--- src/inc/startup_pkg.sv ---
// startup_pkg: constants and carriers for the converter start-up sequencer
// assumes a 100 MHz system clock; set contents come from an external store
package startup_pkg;

    localparam int CLK_PERIOD_NS   = 10;
    // power-up to reset pulse, least time
    localparam int POWER_ON_MS     = 1;
    localparam int POWER_ON_CYC    =
        (POWER_ON_MS * 1000000 + CLK_PERIOD_NS - 1) / CLK_PERIOD_NS;
    // reset pulse width, least time
    localparam int RESET_PULSE_US  = 1;
    localparam int RESET_PULSE_CYC =
        (RESET_PULSE_US * 1000 + CLK_PERIOD_NS - 1) / CLK_PERIOD_NS;
    // reset release to first select, least time
    localparam int SELECT_GAP_NS   = 100;
    localparam int SELECT_GAP_CYC  = (SELECT_GAP_NS + CLK_PERIOD_NS - 1)
                                     / CLK_PERIOD_NS;
    // interleaving estimation wait
    localparam int IL_WAIT_MS      = 50;
    localparam int IL_WAIT_CYC     = (IL_WAIT_MS * 1000000 + CLK_PERIOD_NS - 1)
                                     / CLK_PERIOD_NS;

    // framing code for which this start-up order holds
    localparam logic [19:0] FRAMING_CODE = 20'h1_4384; // 82820 decimal

    localparam int ADDR_W = 16;
    localparam int DATA_W = 8;

    // configuration sets, in the order they must be written
    typedef enum logic [2:0]
    {
        SET_ANALOG_TRIM    = 3'b000,
        SET_INTERLEAVE_A   = 3'b001,
        SET_INTERLEAVE_B   = 3'b010,
        SET_NONLINEARITY_A = 3'b011,
        SET_NONLINEARITY_B = 3'b100,
        SET_LINK_AND_DDC   = 3'b101
    } config_set_e;

    // one register write handed to the serial port engine
    typedef struct packed
    {
        logic [ADDR_W-1:0] addr;
        logic [DATA_W-1:0] data;
    } reg_write_s;

    // request to the external set store: which set, which zone, which entry
    typedef struct packed
    {
        config_set_e set;
        logic [1:0]  zone;
        logic [7:0]  index;
    } set_fetch_s;

endpackage

--- src/logic/delay_timer.sv ---
// delay_timer: loads a cycle count and reports when it has run out
// assumes a single clock; start may be pulsed at any time to reload
`timescale 1ns/1ps
module delay_timer
    import startup_pkg::*;
#(
    parameter int WIDTH = 32
)
(
    input  wire logic             clk_i,
    input  wire logic             reset_i,
    input  wire logic             start_i,
    input  wire logic [WIDTH-1:0] count_i,
    output logic                  done_o
);

    logic [WIDTH-1:0] left_reg;
    logic [WIDTH-1:0] left_next;
    logic             done_reg;
    logic             done_next;

    always_comb
    begin
        left_next = left_reg;
        done_next = 1'b0;
        if (start_i)
        begin
            left_next = count_i;
        end
        else if (left_reg != '0)
        begin
            left_next = left_reg - 1'b1;
            done_next = (left_reg == {{(WIDTH-1){1'b0}}, 1'b1});
        end
    end

    always_ff @(posedge clk_i)
    begin
        if (reset_i)
        begin
            left_reg <= '0;
            done_reg <= 1'b0;
        end
        else
        begin
            left_reg <= left_next;
            done_reg <= done_next;
        end
    end

    assign done_o = done_reg;

endmodule

--- src/logic/converter_startup.sv ---
// converter_startup: host-side power-up sequencer for a dual-channel
// rf-sampling converter. drives the reference enable, the reset pin and a
// stream of register writes to a serial port engine outside this module.
// assumes the serial engine handshakes each write and raises select itself.
//
// How it works
// - sequence targets bypass mode, 12-bit output, framing code 82820
// - reference signal is enabled before the reset pulse is raised
// - reset pin goes low, then high once, then low again
// - reset rises no sooner than 1 ms after power good
// - reset stays high for at least 1 us
// - first serial select comes at least 100 ns after reset falls
// - analog trim set is written first after every power-up
// - channel a interleave set for chosen zone follows
// - channel b interleave set for chosen zone follows channel a
// - wait 50 ms after interleave sets while device estimates errors
// - nonlinearity sets written after the wait, channel a then b
// - link framing and down-converter set is written last
`timescale 1ns/1ps
module converter_startup
    import startup_pkg::*;
#(
    parameter int POWER_ON_CYCLES = POWER_ON_CYC,
    parameter int IL_WAIT_CYCLES  = IL_WAIT_CYC
)
(
    input  wire logic        clk_i,
    input  wire logic        reset_i,
    input  wire logic        start_i,
    input  wire logic [1:0]  zone_i,
    output set_fetch_s       fetch_o,
    input  wire logic        fetch_valid_i,
    input  wire logic        fetch_last_i,
    input  wire reg_write_s  fetch_data_i,
    output reg_write_s       write_o,
    output logic             write_valid_o,
    input  wire logic        write_ready_i,
    output logic             sysref_en_o,
    output logic             converter_reset_o,
    output logic [19:0]      framing_code_o,
    output logic             busy_o,
    output logic             done_o
);

    typedef enum logic [3:0]
    {
        ST_IDLE      = 4'b0000,
        ST_POWER_ON  = 4'b0001,
        ST_RESET_HI  = 4'b0010,
        ST_RESET_GAP = 4'b0011,
        ST_FETCH     = 4'b0100,
        ST_WRITE     = 4'b0101,
        ST_IL_WAIT   = 4'b0110,
        ST_DONE      = 4'b0111
    } state_e;

    state_e      state_reg;
    state_e      state_next;
    config_set_e set_reg;
    config_set_e set_next;
    logic [7:0]  index_reg;
    logic [7:0]  index_next;
    logic [1:0]  zone_reg;
    logic [1:0]  zone_next;
    logic        last_reg;
    logic        last_next;
    reg_write_s  write_reg;
    reg_write_s  write_next;
    logic        wvalid_reg;
    logic        wvalid_next;
    logic        sysref_reg;
    logic        sysref_next;
    logic        rst_pin_reg;
    logic        rst_pin_next;
    logic        done_reg;
    logic        done_next;
    logic        busy_reg;
    logic        busy_next;
    logic        timer_start;
    logic [31:0] timer_count;
    logic        timer_done;

    delay_timer #(
        .WIDTH   (32)
    ) u_timer (
        .clk_i   (clk_i),
        .reset_i (reset_i),
        .start_i (timer_start),
        .count_i (timer_count),
        .done_o  (timer_done)
    );

    always_comb
    begin
        state_next   = state_reg;
        set_next     = set_reg;
        index_next   = index_reg;
        zone_next    = zone_reg;
        last_next    = last_reg;
        write_next   = write_reg;
        wvalid_next  = wvalid_reg;
        sysref_next  = sysref_reg;
        rst_pin_next = rst_pin_reg;
        done_next    = done_reg;
        busy_next    = busy_reg;
        timer_start  = 1'b0;
        timer_count  = '0;
        case (state_reg)
            ST_IDLE:
            begin
                if (start_i)
                begin
                    // zone latched so every set of one run matches
                    zone_next   = zone_i;
                    sysref_next = 1'b1;
                    done_next   = 1'b0;
                    busy_next   = 1'b1;
                    timer_start = 1'b1;
                    timer_count = 32'(POWER_ON_CYCLES);
                    state_next  = ST_POWER_ON;
                end
            end
            ST_POWER_ON:
            begin
                if (timer_done)
                begin
                    rst_pin_next = 1'b1;
                    timer_start  = 1'b1;
                    timer_count  = 32'(RESET_PULSE_CYC);
                    state_next   = ST_RESET_HI;
                end
            end
            ST_RESET_HI:
            begin
                if (timer_done)
                begin
                    rst_pin_next = 1'b0;
                    timer_start  = 1'b1;
                    timer_count  = 32'(SELECT_GAP_CYC);
                    state_next   = ST_RESET_GAP;
                end
            end
            ST_RESET_GAP:
            begin
                if (timer_done)
                begin
                    set_next   = SET_ANALOG_TRIM;
                    index_next = '0;
                    state_next = ST_FETCH;
                end
            end
            ST_FETCH:
            begin
                if (fetch_valid_i)
                begin
                    write_next  = fetch_data_i;
                    last_next   = fetch_last_i;
                    wvalid_next = 1'b1;
                    state_next  = ST_WRITE;
                end
            end
            ST_WRITE:
            begin
                // next entry only after the port has taken this one
                if (write_ready_i)
                begin
                    wvalid_next = 1'b0;
                    index_next  = index_reg + 8'h01;
                    state_next  = ST_FETCH;
                    if (last_reg)
                    begin
                        index_next = '0;
                        case (set_reg)
                            SET_ANALOG_TRIM:
                                set_next = SET_INTERLEAVE_A;
                            SET_INTERLEAVE_A:
                                set_next = SET_INTERLEAVE_B;
                            SET_INTERLEAVE_B:
                            begin
                                timer_start = 1'b1;
                                timer_count = 32'(IL_WAIT_CYCLES);
                                state_next  = ST_IL_WAIT;
                            end
                            SET_NONLINEARITY_A:
                                set_next = SET_NONLINEARITY_B;
                            SET_NONLINEARITY_B:
                                set_next = SET_LINK_AND_DDC;
                            default:
                                state_next = ST_DONE;
                        endcase
                    end
                end
            end
            ST_IL_WAIT:
            begin
                if (timer_done)
                begin
                    set_next   = SET_NONLINEARITY_A;
                    state_next = ST_FETCH;
                end
            end
            ST_DONE:
            begin
                done_next  = 1'b1;
                busy_next  = 1'b0;
                state_next = ST_IDLE;
            end
            default:
            begin
                state_next = ST_IDLE;
            end
        endcase
    end

    always_ff @(posedge clk_i)
    begin
        if (reset_i)
        begin
            state_reg   <= ST_IDLE;
            set_reg     <= SET_ANALOG_TRIM;
            index_reg   <= '0;
            zone_reg    <= '0;
            last_reg    <= 1'b0;
            write_reg   <= '0;
            wvalid_reg  <= 1'b0;
            sysref_reg  <= 1'b0;
            rst_pin_reg <= 1'b0;
            done_reg    <= 1'b0;
            busy_reg    <= 1'b0;
        end
        else
        begin
            state_reg   <= state_next;
            set_reg     <= set_next;
            index_reg   <= index_next;
            zone_reg    <= zone_next;
            last_reg    <= last_next;
            write_reg   <= write_next;
            wvalid_reg  <= wvalid_next;
            sysref_reg  <= sysref_next;
            rst_pin_reg <= rst_pin_next;
            done_reg    <= done_next;
            busy_reg    <= busy_next;
        end
    end

    // fetch request is registered state, so it is flop-driven
    assign fetch_o            = '{set: set_reg, zone: zone_reg,
                                  index: index_reg};
    assign write_o            = write_reg;
    assign write_valid_o      = wvalid_reg;
    assign sysref_en_o        = sysref_reg;
    assign converter_reset_o  = rst_pin_reg;
    assign framing_code_o     = FRAMING_CODE;
    assign busy_o             = busy_reg;
    assign done_o             = done_reg;

endmodule

--- config.mk ---
export PLATFORM = sky130hd
export DESIGN_NAME = converter_startup
export DESIGN_NICKNAME = d
export VERILOG_FILES = /design/src/inc/startup_pkg.sv /design/src/logic/delay_timer.sv /design/src/logic/converter_startup.sv
export SDC_FILE = /design/constraint.sdc
export NUM_CORES = 1
export LEC_CHECK = 0
export BUFFER_PORTS_ARGS = -buffer_cell sky130_fd_sc_hd__buf_2
export CELL_PAD_IN_SITES_DETAIL_PLACEMENT = 2
export CELL_PAD_IN_SITES_GLOBAL_PLACEMENT = 2
export CORE_MARGIN = 3
export CORE_UTILIZATION = 31
export DETAILED_ROUTE_END_ITERATION = 8
export GPL_TIMING_DRIVEN = 0
export PLACE_DENSITY_LB_ADDON = 0.1
export RECOVER_POWER = 100
export SKIP_CTS_REPAIR_TIMING = 1
export SYNTH_ARGS = -nofsm -noshare
export SYNTH_HDL_FRONTEND = slang
export SYNTH_SLANG_ARGS = --single-unit
export TNS_END_PERCENT = 5
--- constraint.sdc ---
create_clock -name clk_i -period 3.1 [get_ports clk_i]
set_clock_uncertainty 0.2 [all_clocks]
set_input_delay 0.31 -clock clk_i [delete_from_list [all_inputs] [get_ports clk_i]]
set_output_delay 0.31 -clock clk_i [all_outputs]
set_load 0.005 [all_outputs]
**Word-level counts from Yosys, hierarchy flattened**

Index checks and enable logic that the tools add are counted.

- Bitwise operators: 1
- Mux-type cells: 44
- Equality and inequality tests: 22
- Add/sub/neg operators: 2
- Reduce and logical (&&, ||, !) cells: 21

Operators with widths:

| cell | count |
|---|---|
| case mux 23 bit (4 select lines) | 1 |
| 2-to-1 mux 23 bit | 3 |
| 2-to-1 mux 32 bit | 2 |
| equality test 32 x 1 -> 1 bit, second input constant | 1 |
| nonzero test 32 bit | 1 |
| subtractor 32 x 1 -> 32 bit, second input constant | 1 |
| 2-to-1 mux 4 bit | 7 |
| 2-to-1 mux 8 bit | 3 |
| case mux 4 bit (6 select lines) | 1 |
| 2-to-1 mux 17 bit | 1 |
| equality test 4 x 3 -> 1 bit, second input constant | 4 |
| case mux 8 bit (2 select lines) | 1 |
| 2-to-1 mux 3 bit | 4 |
| case mux 3 bit (4 select lines) | 1 |
| AND reduction 6 bit | 2 |
| 2-to-1 mux 1 bit | 11 |
| != test 2 x 1 -> 1 bit, second input constant | 5 |
| nonzero test 2 bit | 5 |
| case mux 3 bit (3 select lines) | 1 |
| AND reduction 3 bit | 3 |
| adder 8 x 1 -> 8 bit, second input constant | 1 |
| equality test 4 x 2 -> 1 bit, second input constant | 2 |
| != test 2 bit, second input constant | 4 |
| case mux 1 bit (2 select lines) | 4 |
| 17 further kinds | 21 |

- Output and inout bits: 62
- Flip-flop bits (word level): 80

**Longest topological paths before layout**

- Word-level depth: 6
- Gate-level depth with buffers: 8

**Cells and area by module**

A second synthesis with hierarchy kept.

- Cells, all modules: 504
- Area, all modules: 4030.1 um^2

Modules (own cells, without submodules):

| module | instances | cells an instance | area each (um^2) |
|---|---|---|---|
| converter_startup | 1 | 281 | 2240.9 |
| delay_timer | 1 | 223 | 1789.2 |

**Worst setup path before layout**

Ideal clock, no wire load.

- Path type: register -> register
- Start point: register u_timer.left_reg[0]
- End point: register u_timer.left_reg[30]
- Data arrival time: 2043 ps
- Stages on the path, launching flop included: 8
- Library setup time: 70 ps
- Setup slack: 788 ps
- Clock period less this slack: 2312 ps
- Required time: 2830 ps
- Cell sequence: dfxtp_1 > inv_1 > ha_1 > or3b_1 > clkbuf_1 > nor4_1 > or4b_1 > a21oi_1

- Cells in the longest elaborated chain, start to end: 3
- Elaborated cells between the ends (all ways): 5

Ends and longest elaborated chain:

| element | line | text |
|---|---|---|
| from (decl) | delay_timer.sv:17 | `logic [WIDTH-1:0] left_reg;` |
| from (signal assigned) | delay_timer.sv:46 | `left_reg <= left_next;` |
| subtractor 32 x 1 -> 32 bit | delay_timer.sv:32 | `left_next = left_reg - 1'b1;` |
| 2-to-1 mux 32 bit | delay_timer.sv:30 | `else if (left_reg != '0)` |
| 2-to-1 mux 32 bit | delay_timer.sv:26 | `if (start_i)` |

Parallel ways exist; a longest one is shown, timed or not. The select of a mux whose other input is x is not followed.
A chain may end at the register's enable or synchronous reset.

**Worst setup path in the final report**

- Start point: register u_timer.left_reg[0]
- End point: register u_timer.left_reg[26]

Same word-level chain as after synthesis.

==> out/qor.yml <==
synthesis:
  postSynthCellCount: 462
  ys_ff_latch: 79
  synthesis.area_um2: 3850
  ys_types: 65
  avgSynthCellArea_um2: 8.34
  async_reset_ff_share_pct: 0
  yosysSeqAreaShare_pct: 41.1
  ys.flop_type: "dfxtp_1"
  synth_enable_flop_cells: 0
  yosys_warnings: 0
critical_path:
  worst_r2r_path_depth: 9
  start_kind: "flip-flop"
  rrSetupSlack_ns: 0.25
  cp.arrival_ns: 2.90
  cp_data_required_time_ns: 3.16
  cpLargestDelayFamily: "simple AND/OR/NAND/NOR gates"
  crit_path_cell_trace: "inv_1, ha_1, or3b_1, clkbuf_1, nor3_1, nand4_1, clkbuf_1, or3_1, a21oi_1"
  slowest_stage: "or3_1"
  crit_top_cell: "clkbuf_1"
  crit_cells: 9
  r2r-end: "u_timer.left_reg[26]"
  crit_fanout: 9
  worst-path-buf-inv: 3
  cpPeakStageDelay_ns: 0.38
  cp-end-kind: "flip-flop"
  r2r_start: "u_timer.left_reg[0]"
  worstSetupPathType: "reg -> reg"
clock_tree:
  cts_tree: "yes"
  cts_sinks: 79
  cts.reportedPaths.clkPinSlew_ns: 0.06
  cts.path.max_buffers: 2
  cts_buffers: 9
  cts_root_buf: "clkbuf_16"
  htree_levels: 3
  worstSkewPairLatency_ns: 0.33
status:
  status: "finished, final reports clean"
timing:
  hold_viol: 0
  maxSlewHeadroom_pct: 44.2
  finalSetupViolations: 0
  period_needed_ns: 2.85
  tns_ns: 0
  rsz0062_at_grt: "no"
  tightest_slew_ns: 0.835
  drv_slew: 0
  timing.final.crit_share_pct: 91.8
  max_freq_mhz: 351
layout:
  largest_reg_flops: 32
  postLayoutCellArea_um2: 4740
  drive_gt1_share_pct: 18.7
  area_growth_pct: 23.1
  final_cells: 736
  antenna_cells: 0
  nFillCells: 1413
  final_net_count: 600
global_routing:
  grt_pass1_wl_mm: 20.8
  grt_max_degree: 12
  grt_overflow: 0
  grt_pass1_vias: 4065
  grtUsageTotal_pct: 18.6
  grt_antenna_before_repair: 1
die:
  die_h_um: 117
  ios: 94
  core_area_um2: 12100
  rows: 40
  start_util_pct: 31.9
  die_area_um2: 13800
  die_w_um: 117
placed_design:
  placed_cell_area_um2: 4490
  routabilityCongestion: 0.812
  io_buffers: 72
  hpwl_mm: 9.33
  dp.cells: 720
power:
  clkPwrFrac_pct: 24.3
  ir_drop_uv: 398
  power.internal_w: 0.00239
  p_leak_nw: 1.81
  power.share.combinational_pct: 42.1
  p_per_area_nw_per_um2: 857
  netSwitchingFraction_pct: 41.2
  p_switching_w: 0.00167
  pwr-share-seq_pct: 33.6
routing:
  vias: 3734
  wl_per_cell_um: 17.2
  routed_via_density: 5.07
  dr.pass1.iters: 4
  drt_wl_total_mm: 12.6
  ant_nets: 0
  drc: 0
  drtIter0Drc: 120
hold_path:
  hp-start: "fetch_data_i[20]"
  hold_path.class: "in -> reg"
  holdPathStages: 3
  hold_path_end: "write_o[20]"
job:
  maxCapViolations: 0
[synthesized netlist by cell type (all sizes together), types with 5 or more instances]
cell type	instances	area share, %
o21ai	13	1.7
inv	8	0.78
o31ai	6	1.2
nor3	12	2.3
xor2	15	3.4
or4	10	2.0
nand4	8	1.7
clkbuf	16	1.6
o22ai	6	0.97
dfxtp	79	41
xnor2	5	1.1
buf	28	4.8
nand2	74	7.2
mux2i	5	1.3
nand3	9	1.3
a21oi	53	6.9
or3	8	1.3
nor2	34	3.3
nor4	11	2.7
[placed cells by master (no fill, tap or decap), drive strengths merged, types with 8 or more instances in the layout]
cell type	count
nor2	34
or4	10
or3	8
nor4	11
a21oi	53
xor2	15
nand3	9
nor3	12
buf	69
clkbuf	62
dfxtp	79
nand2	74
inv	8
o21ai	13
conb	20
nand4	8
[cell type report]
type | count | area, um2 | area share (%)
inverters | 8 | 30.0 | 0.634
flip-flops and latches | 79 | 1580 | 33.4
multi-input cells | 349 | 2070 | 43.6
repair buffers | 74 | 339 | 7.15
clock inverters | 1 | 5.00 | 0.106
well taps | 168 | 210 | 4.44
plain buffers | 44 | 245 | 5.17
clock buffers | 13 | 260 | 5.49
[power by group through the flow]
stage	logic [W]	clock network (W)	registers, W
2_1_floorplan	0.00126	0	0.00133
3_3_place_gp	0.00162	0	0.00136
3_5_place_dp	0.00169	0	0.00138
4_1_cts	0.00171	0.00101	0.00136
5_1_grt	0.00190	0.00107	0.00139
6_report	0.00171	0.000989	0.00136
[worst min-delay path: stages]
cell     delay (ns)
buf_2          0.09
nand2_1        0.05
a21oi_1        0.05
[routing by layer]
layer  track usage (%)  up-vias  routed length [um]
met5                 0        -                   0
met4              6.52        0                 221
met3              4.42       16                 529
met2              31.5       75                6080
met1              23.1     1841                5800
li1                  -     1802                   -
[how the worst max path moves through the flow]
stage                              startpoint                    to  slack, ns
after CTS                 u_timer.left_reg[0]  u_timer.left_reg[26]       0.21
after global placement    u_timer.left_reg[0]  u_timer.left_reg[23]       0.34
after global routing             state_reg[2]  u_timer.left_reg[18]       0.05
final                     u_timer.left_reg[0]  u_timer.left_reg[26]       0.25
after floorplan           u_timer.left_reg[0]  u_timer.left_reg[30]       0.79
after detailed placement  u_timer.left_reg[0]  u_timer.left_reg[26]       0.22
[kinds of logic after synthesis]
group,count (synthesis),synth area share (%)
xor+xnor,20,4.55
mux,6,1.59
buf+inv,52,7.15
flops,79,41.1
fa+ha+maj,3,0.975
other cells,2,0.195
simple gates,192,26.8
compound gates,108,17.7
[metrics by stage]
step	hold WS, ns	power, W	setup slack, ns	util [%]
after CTS	0.00116	0.00408	0.206	39.4
after global placement	0.240	0.00299	0.344	37.2
after global routing	0.00938	0.00436	0.0541	39.3
final	0.0115	0.00406	0.253	39.3
after floorplan	0.242	0.00259	0.788	-
after detailed placement	0.250	0.00307	0.217	37.2
Note: power is estimated with default switching activity, not from simulation.
